[src/common/ips_pkg.sv]
package ips_pkg;

    localparam int unsigned CLK_HZ              = 40_000_000;
    localparam int unsigned TRIAL_TIME_S        = 90;
    localparam int unsigned WAIT_TIME_S         = 300;
    localparam int unsigned STABILIZE_TIME_MS   = 1000;
    localparam int unsigned FLAME_LOSS_TIME_MS  = 100;
    localparam int unsigned TRIAL_CYCLES        = TRIAL_TIME_S * CLK_HZ;
    localparam longint unsigned WAIT_CYCLES_L   = longint'(WAIT_TIME_S) * CLK_HZ;
    localparam int unsigned WAIT_CYCLES         = int'(WAIT_CYCLES_L);
    localparam int unsigned STABILIZE_CYCLES    = STABILIZE_TIME_MS * (CLK_HZ / 1000);
    localparam int unsigned FLAME_LOSS_CYCLES   = FLAME_LOSS_TIME_MS * (CLK_HZ / 1000);
    localparam int unsigned TIMER_W             = 34;
    localparam int unsigned FLAME_W             = 12;
    localparam logic [FLAME_W-1:0] SPARK_OFF_LEVEL = 12'h200;
    localparam logic [FLAME_W-1:0] MAIN_ON_LEVEL   = 12'h400;

    typedef enum logic [2:0] {
        IPS_IDLE,
        IPS_TRIAL,
        IPS_STABILIZE,
        IPS_RUN,
        IPS_WAIT
    } ips_state_type;

    typedef struct packed {
        logic spark;
        logic pilot_valve;
        logic main_valve;
    } ips_outputs_type;

    typedef struct packed {
        logic proven_low;
        logic proven_high;
    } ips_flame_type;

endpackage : ips_pkg

[src/hw/ips_flame_compare.sv]
`timescale 1ns/1ps
`default_nettype none

// Samples the flame current and compares it against both proving levels.
module ips_flame_compare #(
    parameter int unsigned FLAME_W = 12
) (
    input  wire logic                  ref_clk_i,
    input  wire logic                  rstn_i,
    input  wire logic [FLAME_W-1:0]    flame_level_i,
    input  wire logic [FLAME_W-1:0]    low_level_i,
    input  wire logic [FLAME_W-1:0]    high_level_i,
    output ips_pkg::ips_flame_type     flame_o
);
    import ips_pkg::*;

    logic [FLAME_W-1:0] sync1_r;
    logic [FLAME_W-1:0] sync2_r;
    logic [FLAME_W-1:0] sync3_r;

    // The flame measurement arrives from outside the clock domain.
    always_ff @(posedge ref_clk_i) begin
        if (!rstn_i) begin
            sync1_r <= '0;
            sync2_r <= '0;
            sync3_r <= '0;
        end else begin
            sync1_r <= flame_level_i;
            sync2_r <= sync1_r;
            sync3_r <= sync2_r;
        end
    end

    // Only a word seen alike on two edges is compared, so a sample caught mid-change is ignored.
    always_ff @(posedge ref_clk_i) begin
        if (!rstn_i) begin
            flame_o <= '0;
        end else if (sync2_r == sync3_r) begin
            flame_o.proven_low  <= (sync2_r >= low_level_i);
            flame_o.proven_high <= (sync2_r >= high_level_i);
        end
    end

endmodule // ips_flame_compare

`default_nettype wire

[src/hw/ips_timer.sv]
`timescale 1ns/1ps
`default_nettype none

// Down counter that reloads on start and pulses done as it steps from one to zero.
module ips_timer #(
    parameter int unsigned W = 34
) (
    input  wire logic          ref_clk_i,
    input  wire logic          rstn_i,
    input  wire logic          start_i,
    input  wire logic          stop_i,
    input  wire logic [W-1:0]  load_i,
    output logic               done_o,
    output logic               busy_o
);
    logic [W-1:0] count_r;

    always_ff @(posedge ref_clk_i) begin
        if (!rstn_i) begin
            count_r <= '0;
            done_o  <= 1'b0;
        end else if (stop_i) begin
            count_r <= '0;
            done_o  <= 1'b0;
        end else if (start_i) begin
            count_r <= load_i;
            done_o  <= 1'b0;
        end else begin
            done_o <= (count_r == W'(1));
            if (count_r != '0) begin
                count_r <= count_r - W'(1);
            end
        end
    end

    assign busy_o = (count_r != '0);

endmodule // ips_timer

`default_nettype wire

[src/hw/ips_sequencer.sv]
// Contract
// - A heat request turns on spark and pilot valve together and starts the trial timer.
// - During the trial, flame at the lower level stops the spark while the pilot stays on.
// - The main valve opens only once flame reaches the higher level.
// - Flame falling below the lower level during the trial turns the spark back on.
// - The whole trial, spark re-enables included, ends by the trial time from its start.
// - The trial time defaults to 90 seconds, after which an unproven spark stops.
// - An unproven trial ends with spark and pilot valve both off.
// - A failed trial is followed by a five-minute wait with every output off.
// - Trial and wait repeat with no lockout until the pilot proves or heat is withdrawn.
// - Removing the heat request or power abandons the wait and restarts the sequence.
// - Opening the main valve is followed by a short stabilization interval before run.
// - In run, flame loss turns off both pilot and main valve.
`timescale 1ns/1ps
`default_nettype none

module ips_sequencer #(
    parameter int unsigned          FLAME_W           = ips_pkg::FLAME_W,
    parameter longint unsigned      TRIAL_CYCLES      = ips_pkg::TRIAL_CYCLES,
    parameter longint unsigned      WAIT_CYCLES       = ips_pkg::WAIT_CYCLES_L,
    parameter longint unsigned      STABILIZE_CYCLES  = ips_pkg::STABILIZE_CYCLES,
    parameter longint unsigned      FLAME_LOSS_CYCLES = ips_pkg::FLAME_LOSS_CYCLES
) (
    input  wire logic                  ref_clk_i,
    input  wire logic                  rstn_i,
    input  wire logic                  heat_request_i,
    input  wire logic [FLAME_W-1:0]    flame_level_i,
    output logic                       spark_o,
    output logic                       pilot_valve_o,
    output logic                       main_valve_o,
    output logic                       pilot_ignition_trial_o,
    output logic                       run_mode_o
);
    import ips_pkg::*;

    localparam int unsigned TW = ips_pkg::TIMER_W;

    logic          heat_s1_r;
    logic          heat_s2_r;
    ips_flame_type flame;
    ips_state_type state_r;
    ips_state_type state_nxt;
    ips_outputs_type outs_nxt;
    logic          trial_done;
    logic          wait_done;
    logic          stab_done;
    logic          loss_done;
    logic          entering_trial;
    logic          entering_wait;
    logic          entering_stab;
    logic          loss_start;
    logic          loss_run_r;
    // Cycles spent in the present state; it wraps harmlessly during long runs.
    logic [TW-1:0] state_age_r;

    // The thermostat input is asynchronous to the clock.
    always_ff @(posedge ref_clk_i) begin
        if (!rstn_i) begin
            heat_s1_r <= 1'b0;
            heat_s2_r <= 1'b0;
        end else begin
            heat_s1_r <= heat_request_i;
            heat_s2_r <= heat_s1_r;
        end
    end

    ips_flame_compare #(
        .FLAME_W (FLAME_W)
    ) u_flame (
        .ref_clk_i     (ref_clk_i),
        .rstn_i        (rstn_i),
        .flame_level_i (flame_level_i),
        .low_level_i   (SPARK_OFF_LEVEL),
        .high_level_i  (MAIN_ON_LEVEL),
        .flame_o       (flame)
    );

    assign entering_trial = (state_nxt == IPS_TRIAL) && (state_r != IPS_TRIAL);
    assign entering_wait  = (state_nxt == IPS_WAIT) && (state_r != IPS_WAIT);
    assign entering_stab  = (state_nxt == IPS_STABILIZE) && (state_r != IPS_STABILIZE);
    assign loss_start     = (state_r == IPS_RUN) && !flame.proven_low && !loss_run_r;

    // The trial timer starts with the trial and is never restarted by spark re-enables.
    ips_timer #(.W(TW)) u_trial_timer (
        .ref_clk_i (ref_clk_i),
        .rstn_i    (rstn_i),
        .start_i   (entering_trial),
        .stop_i    (state_r != IPS_TRIAL && !entering_trial),
        .load_i    (TW'(TRIAL_CYCLES - 1)),
        .done_o    (trial_done),
        .busy_o    ()
    );

    ips_timer #(.W(TW)) u_wait_timer (
        .ref_clk_i (ref_clk_i),
        .rstn_i    (rstn_i),
        .start_i   (entering_wait),
        .stop_i    (state_r != IPS_WAIT && !entering_wait),
        .load_i    (TW'(WAIT_CYCLES - 1)),
        .done_o    (wait_done),
        .busy_o    ()
    );

    ips_timer #(.W(TW)) u_stab_timer (
        .ref_clk_i (ref_clk_i),
        .rstn_i    (rstn_i),
        .start_i   (entering_stab),
        .stop_i    (state_r != IPS_STABILIZE && !entering_stab),
        .load_i    (TW'(STABILIZE_CYCLES - 1)),
        .done_o    (stab_done),
        .busy_o    ()
    );

    // Flame loss in run is filtered briefly so a single noisy sample does not trip.
    ips_timer #(.W(TW)) u_loss_timer (
        .ref_clk_i (ref_clk_i),
        .rstn_i    (rstn_i),
        .start_i   (loss_start),
        .stop_i    (state_r != IPS_RUN || flame.proven_low),
        .load_i    (TW'(FLAME_LOSS_CYCLES)),
        .done_o    (loss_done),
        .busy_o    ()
    );

    always_ff @(posedge ref_clk_i) begin
        if (!rstn_i) begin
            loss_run_r <= 1'b0;
        end else if (state_r != IPS_RUN || flame.proven_low) begin
            loss_run_r <= 1'b0;
        end else begin
            loss_run_r <= 1'b1;
        end
    end

    always_comb begin
        state_nxt = state_r;
        if (!heat_s2_r) begin
            state_nxt = IPS_IDLE;
        end else begin
            unique case (state_r)
                IPS_IDLE: begin
                    state_nxt = IPS_TRIAL;
                end
                IPS_TRIAL: begin
                    if (flame.proven_high) begin
                        state_nxt = IPS_STABILIZE;
                    end else if (trial_done) begin
                        state_nxt = IPS_WAIT;
                    end
                end
                IPS_STABILIZE: begin
                    if (!flame.proven_low) begin
                        state_nxt = IPS_IDLE;
                    end else if (stab_done) begin
                        state_nxt = IPS_RUN;
                    end
                end
                IPS_RUN: begin
                    if (loss_done) begin
                        state_nxt = IPS_IDLE;
                    end
                end
                IPS_WAIT: begin
                    if (wait_done) begin
                        state_nxt = IPS_TRIAL;
                    end
                end
                default: begin
                    state_nxt = IPS_IDLE;
                end
            endcase
        end
    end

    always_ff @(posedge ref_clk_i) begin
        if (!rstn_i) begin
            state_r <= IPS_IDLE;
        end else begin
            state_r <= state_nxt;
        end
    end

    always_ff @(posedge ref_clk_i) begin
        if (!rstn_i) begin
            state_age_r <= '0;
        end else if (state_nxt != state_r) begin
            state_age_r <= '0;
        end else begin
            state_age_r <= state_age_r + TW'(1);
        end
    end

    always_comb begin
        outs_nxt = '0;
        unique case (state_nxt)
            IPS_TRIAL: begin
                outs_nxt.pilot_valve = 1'b1;
                outs_nxt.spark = !flame.proven_low;
            end
            IPS_STABILIZE, IPS_RUN: begin
                outs_nxt.pilot_valve = 1'b1;
                outs_nxt.main_valve  = 1'b1;
            end
            default: begin
                outs_nxt = '0;
            end
        endcase
    end

    always_ff @(posedge ref_clk_i) begin
        if (!rstn_i) begin
            spark_o                <= 1'b0;
            pilot_valve_o          <= 1'b0;
            main_valve_o           <= 1'b0;
            pilot_ignition_trial_o <= 1'b0;
            run_mode_o             <= 1'b0;
        end else begin
            spark_o                <= outs_nxt.spark;
            pilot_valve_o          <= outs_nxt.pilot_valve;
            main_valve_o           <= outs_nxt.main_valve;
            pilot_ignition_trial_o <= (state_nxt == IPS_TRIAL);
            run_mode_o             <= (state_nxt == IPS_RUN);
        end
    end

    a_spark_pilot_pair: assert property (@(posedge ref_clk_i) disable iff (!rstn_i)
        spark_o |-> pilot_valve_o) else $error("spark without pilot valve");

    a_spark_off_proven: assert property (@(posedge ref_clk_i) disable iff (!rstn_i)
        (state_r == IPS_TRIAL && state_nxt == IPS_TRIAL && flame.proven_low) |=>
        !spark_o && pilot_valve_o)
        else $error("spark still on with proven flame");

    a_main_after_high: assert property (@(posedge ref_clk_i) disable iff (!rstn_i)
        $rose(main_valve_o) |-> $past(flame.proven_high))
        else $error("main valve opened below high level");

    a_spark_reenable: assert property (@(posedge ref_clk_i) disable iff (!rstn_i)
        (state_r == IPS_TRIAL && state_nxt == IPS_TRIAL && !flame.proven_low) |=> spark_o)
        else $error("spark not re-enabled on weak flame");

    a_trial_ends_off: assert property (@(posedge ref_clk_i) disable iff (!rstn_i)
        (state_r == IPS_TRIAL && trial_done && !flame.proven_high) |=>
        !spark_o && !pilot_valve_o && !main_valve_o)
        else $error("failed trial left gas or spark on");

    a_wait_all_off: assert property (@(posedge ref_clk_i) disable iff (!rstn_i)
        (state_r == IPS_WAIT) |-> !spark_o && !pilot_valve_o && !main_valve_o)
        else $error("output active during wait");

    a_wait_to_trial: assert property (@(posedge ref_clk_i) disable iff (!rstn_i)
        (state_r == IPS_WAIT && wait_done && heat_s2_r) |=> pilot_ignition_trial_o)
        else $error("no retry after wait");

    a_heat_off_idle: assert property (@(posedge ref_clk_i) disable iff (!rstn_i)
        !heat_s2_r |=> !spark_o && !pilot_valve_o && !main_valve_o && state_r == IPS_IDLE)
        else $error("outputs on without heat request");

    a_run_loss_off: assert property (@(posedge ref_clk_i) disable iff (!rstn_i)
        (state_r == IPS_RUN && loss_done) |=> !pilot_valve_o && !main_valve_o)
        else $error("valves open after flame loss");

    a_stab_before_run: assert property (@(posedge ref_clk_i) disable iff (!rstn_i)
        $rose(run_mode_o) |-> $past(state_r) == IPS_STABILIZE)
        else $error("run entered without stabilization");

    a_trial_start_pair: assert property (@(posedge ref_clk_i) disable iff (!rstn_i)
        $rose(pilot_ignition_trial_o) |-> pilot_valve_o && (spark_o || $past(flame.proven_low)))
        else $error("trial began without spark and pilot");

    a_trial_bound: assert property (@(posedge ref_clk_i) disable iff (!rstn_i)
        (state_r == IPS_TRIAL) |-> state_age_r < TW'(TRIAL_CYCLES))
        else $error("trial ran past its time");

    a_trial_time: assert property (@(posedge ref_clk_i) disable iff (!rstn_i)
        (state_r == IPS_TRIAL && trial_done) |-> state_age_r == TW'(TRIAL_CYCLES - 1))
        else $error("trial ended early");

    a_wait_time: assert property (@(posedge ref_clk_i) disable iff (!rstn_i)
        (state_r == IPS_WAIT && wait_done) |-> state_age_r == TW'(WAIT_CYCLES - 1))
        else $error("wait length wrong");

    a_stab_time: assert property (@(posedge ref_clk_i) disable iff (!rstn_i)
        (state_r == IPS_STABILIZE && stab_done) |-> state_age_r == TW'(STABILIZE_CYCLES - 1))
        else $error("stabilization length wrong");

    a_idle_restart: assert property (@(posedge ref_clk_i) disable iff (!rstn_i)
        (state_r == IPS_IDLE && heat_s2_r) |=> state_r == IPS_TRIAL)
        else $error("heat request did not start a trial");

    a_stab_weak_off: assert property (@(posedge ref_clk_i) disable iff (!rstn_i)
        (state_r == IPS_STABILIZE && !flame.proven_low) |=> !pilot_valve_o && !main_valve_o)
        else $error("gas left on after weak flame in stabilization");

    a_run_valves_on: assert property (@(posedge ref_clk_i) disable iff (!rstn_i)
        (state_r == IPS_RUN) |-> pilot_valve_o && main_valve_o && !spark_o)
        else $error("run without both valves");

endmodule // ips_sequencer

`default_nettype wire

[config.mk]
export PLATFORM = sky130hd
export DESIGN_NAME = ips_sequencer
export DESIGN_NICKNAME = d
export VERILOG_FILES = /design/src/common/ips_pkg.sv /design/src/hw/ips_flame_compare.sv /design/src/hw/ips_timer.sv /design/src/hw/ips_sequencer.sv
export SDC_FILE = /design/constraint.sdc
export NUM_CORES = 1
export LEC_CHECK = 0
export ABC_AREA = 1
export BUFFER_PORTS_ARGS = -buffer_cell sky130_fd_sc_hd__buf_2
export CORE_MARGIN = 2
export CORE_UTILIZATION = 52
export CTS_CLUSTER_SIZE = 10
export DETAILED_ROUTE_END_ITERATION = 16
export PLACE_DENSITY = 0.65
export SYNTH_ARGS = -nofsm -noshare
export SYNTH_HDL_FRONTEND = slang
export SYNTH_HIERARCHICAL = 1
export SYNTH_SLANG_ARGS = --single-unit
[constraint.sdc]
create_clock -name ref_clk_i -period 4.94 [get_ports ref_clk_i]
set_input_delay 0.988 -clock ref_clk_i [delete_from_list [all_inputs] [get_ports ref_clk_i]]
set_output_delay 0.988 -clock ref_clk_i [all_outputs]
set_load 0.005 [all_outputs]
==> flow_summary.yaml <==
critical_path:
  critical_path.n_buffers_inverters: 4
  path_delay_family: "buffers and inverters"
  cp_cell_sequence: "inv_2 > nor2_1 > nand2_1 > nand2_2 > nand2_4 > nand3_2 > nor2_2 > buf_4 > inv_1 > nand3_2 > clkinv_4 > nand2_1 > a21oi_1"
  cp-end-kind: "flip-flop"
  cp_slowest_stage_delay_ns: 0.71
  worst_path_cell_with_the_longest_stage_delay: "sky130_fd_sc_hd__inv_1"
  worst_ep_arrival_time_ns: 3.45
  timing.critical_path.required_ns: 5.27
  path_class: "reg -> reg"
  critical_path.startpoint_type: "flip-flop"
  worstPathMaxFanout: 42
clock_network:
  cts_repair_resize_count: 0
  clk_root_buffer_cell: "sky130_fd_sc_hd__clkbuf_16"
  post_cts_buffers: 0
  h-tree-depth: 4
  tritoncts: "yes"
  hold_buffers: 0
  max-clock-path-buffers: 2
  path_clk_slew_ns: 0.07
  clk-insertion-delay-late_ns: 0.43
  cts_buffers: 17
  cts_num_sinks: 189
timing:
  fin_skew_ns: 0.0118
  rsz0062_at_grt: "false"
  finalHoldViolations: 0
  post-route-period-util: 0.632
  maxClockFrequency_ghz: 0.320
  report.final.slew_viol_count: 0
  finalCriticalPeriod_ns: 3.12
  setup_tns_ns: 0
  tightestPinTransition_ns: 0.933
  finalHoldWorstSlack_ns: 0.408
  slew_headroom: 0.377
  timing.final.setup_violations: 0
routing:
  drtPass1Iterations: 5
  drc: 0
  dr_total_vias: 11430
  via_per_inst: 4.79
  antenna_violating_nets_left: 0
  detailedRoute.firstIterationViolations: 700
  post_detailed_route_wirelength_per_cell_um: 11.9
  drt-total-wl_mm: 28.3
grt:
  vias_in_the_first_global_route: 10525
  grt_start_max_net_pins: 43
  wire_length_of_the_first_global_routing_pass_mm: 49.4
  globalRoute.totalOverflow: 0
  grt_antenna_before_repair: 0
  global_route.usage.total: 0.246
synthesis:
  synth_seq_area_share: 0.317
  portion_of_synthesized_cell_area_occupied_by_the_leading_cell_type: 0.317
  synthesis.area_mm2: 0.0119
  netlist_top_cells_count: "sky130_fd_sc_hd__nand2_1 (631), sky130_fd_sc_hd__nor2_1 (339), sky130_fd_sc_hd__dfxtp_1 (189)"
  ys.warnings.count: 6
  synth_largest_area_cell: "sky130_fd_sc_hd__dfxtp_1"
  synth.most_common_cell: "sky130_fd_sc_hd__nand2_1"
  synth_enable_flop_cells: 0
  synth_async_sr_flop_share: 0
  synth_ff_type: "sky130_fd_sc_hd__dfxtp_1"
  ys_top_cells_by_area: "sky130_fd_sc_hd__dfxtp_1 (32%), sky130_fd_sc_hd__nand2_1 (20%), sky130_fd_sc_hd__nor2_1 (11%)"
  synth.lib_cells_used.distinct: 41
  synth.ff_latch_count: 189
  post_synth.cell_area_avg_um2: 6.17
  synthesis.instances: 1933
power_and_ir_drop:
  power_report.internal_total_mw: 2.92
  vdd_ir_drop_max_uv: 285
  seqPwrFrac: 0.351
  power_density_mw_per_mm2: 349
  power.total_mw: 4.68
  p_leak_nw: 6.99
  p_sw_frac: 0.376
  power_share_of_the_combinational_group: 0.354
  p_clk_frac: 0.295
  total_switching_power_mw: 1.76
die:
  core-area_mm2: 0.0226
  floorplan.die.width_um: 155
  starting_density_of_the_core: 0.529
  floorplan_die_area_mm2: 0.0242
  ios: 20
  core.rowCount: 55
  die_ht_um: 155
layout:
  antennaDiodeCount: 0
  syn2layout_area_growth_pct: 12.5
  fin_area_mm2: 0.0134
  final_net_count: 2135
  drive_gt1_frac: 0.0804
  fill_cells: 2252
hold_path:
  timing.hold.worst.class: "reg -> reg"
place:
  place.port_buffers: 19
  detailed_place.area_mm2: 0.0128
  gp_congestion: 0.932
  place.detailed.hpwl_mm: 20.9
flow_run:
  maxCapViolations: 0
status:
  run_status: "finished, final reports clean"
==> power groups by stage <==
| stage | Sequential, mW | Clock, mW | Combinational (mW) |
|---|---|---|---|
| 3_5_place_dp | 1.68 | 0 | 1.63 |
| 4_1_cts | 1.64 | 1.42 | 1.65 |
| 2_1_floorplan | 1.66 | 0 | 1.35 |
| 3_3_place_gp | 1.68 | 0 | 1.62 |
| 5_1_grt | 1.65 | 1.49 | 1.92 |
| 6_report | 1.64 | 1.38 | 1.65 |
==> worst min-delay path, stage by stage, from the launching register on <==
cell and delay (ns):
sky130_fd_sc_hd__dfxtp_1 0.31, sky130_fd_sc_hd__nand2_1 0.04, sky130_fd_sc_hd__inv_1 0.04
==> layout by cell type (no fill, tap or decap), drive strengths merged, types with 31 or more instances in the layout <==
| cell | count |
|---|---|
| nand2 | 657 |
| nor2 | 390 |
| inv | 196 |
| dfxtp | 189 |
| conb | 160 |
| nand3 | 138 |
| a21oi | 73 |
| o21ai | 57 |
| xnor2 | 43 |
| ha | 32 |
| nand4 | 31 |
==> registers in the layout (all words and copies together) (netlist names) <==
name	cells
heat_s1_r	1
heat_s2_r	1
loss_run_r	1
main_valve_o	1
pilot_ignition_trial_o	1
pilot_valve_o	1
run_mode_o	1
spark_o	1
state_r	3
u_flame/flame_o	2
u_flame/sync1_r	12
u_flame/sync2_r	12
u_flame/sync3_r	12
u_loss_timer/count_r	34
u_loss_timer/done_o	1
u_stab_timer/count_r	34
u_stab_timer/done_o	1
u_trial_timer/count_r	34
u_trial_timer/done_o	1
u_wait_timer/count_r	34
u_wait_timer/done_o	1
==> area by class of cell <==
class                      count  area (µm²)  area share
inverter                     202         771      0.0574
clock buffer                  20         447      0.0333
multi-input combinational   1652        7780       0.580
sequential                   189        3780       0.282
clock inverter                12         136      0.0102
tap                          285         357      0.0266
timing repair buffer          26         148      0.0110
==> kinds of logic (layout without fill, tap and decap cells) <==
| kind of cell | after synthesis | after routing | share of synthesized area |
|---|---|---|---|
| AND/OR/NAND/NOR | 1244 | 1244 | 0.451 |
| buffers and inverters | 250 | 260 | 0.0821 |
| adder cells (fa/ha/maj) | 32 | 32 | 0.0336 |
| flip-flops | 189 | 189 | 0.317 |
| XOR/XNOR | 57 | 57 | 0.0418 |
| AO/OA/AOI/OAI | 159 | 159 | 0.0732 |
| other | 2 | 160 | 0.000629 |
==> routing by layer <==
layer / vias to the layer above / wire (µm) / global-route usage
met5: - / 0 / 0
met4: 0 / 360 / 0.0651
met3: 30 / 928 / 0.0329
met2: 165 / 12800 / 0.404
met1: 5050 / 14200 / 0.342
li1: 6185 / - / -
==> final timing paths <==
kind | to | slack (ns) | from | depth (start not counted)
min | u_flame/sync2_r[5] | 0.41 | u_flame/sync1_r[5] | 2
min reg2reg | u_flame/sync2_r[5] | 0.41 | u_flame/sync1_r[5] | 2
max reg2reg | u_trial_timer/count_r[1] | 1.82 | state_r[0] | 13
max | u_trial_timer/count_r[1] | 1.82 | state_r[0] | 13
==> stage by stage <==
stage | cells | worst slack, ns | utilization
after global placement | 2354 | 1.86 | 0.569
after detailed placement | 2354 | 1.75 | 0.569
after CTS | 2386 | 1.79 | 0.595
after floorplan | 2091 | 3.09 | -
final | 2386 | 1.82 | 0.595
after global routing | 2386 | 1.38 | 0.595
(Power assumes the default switching activity.)
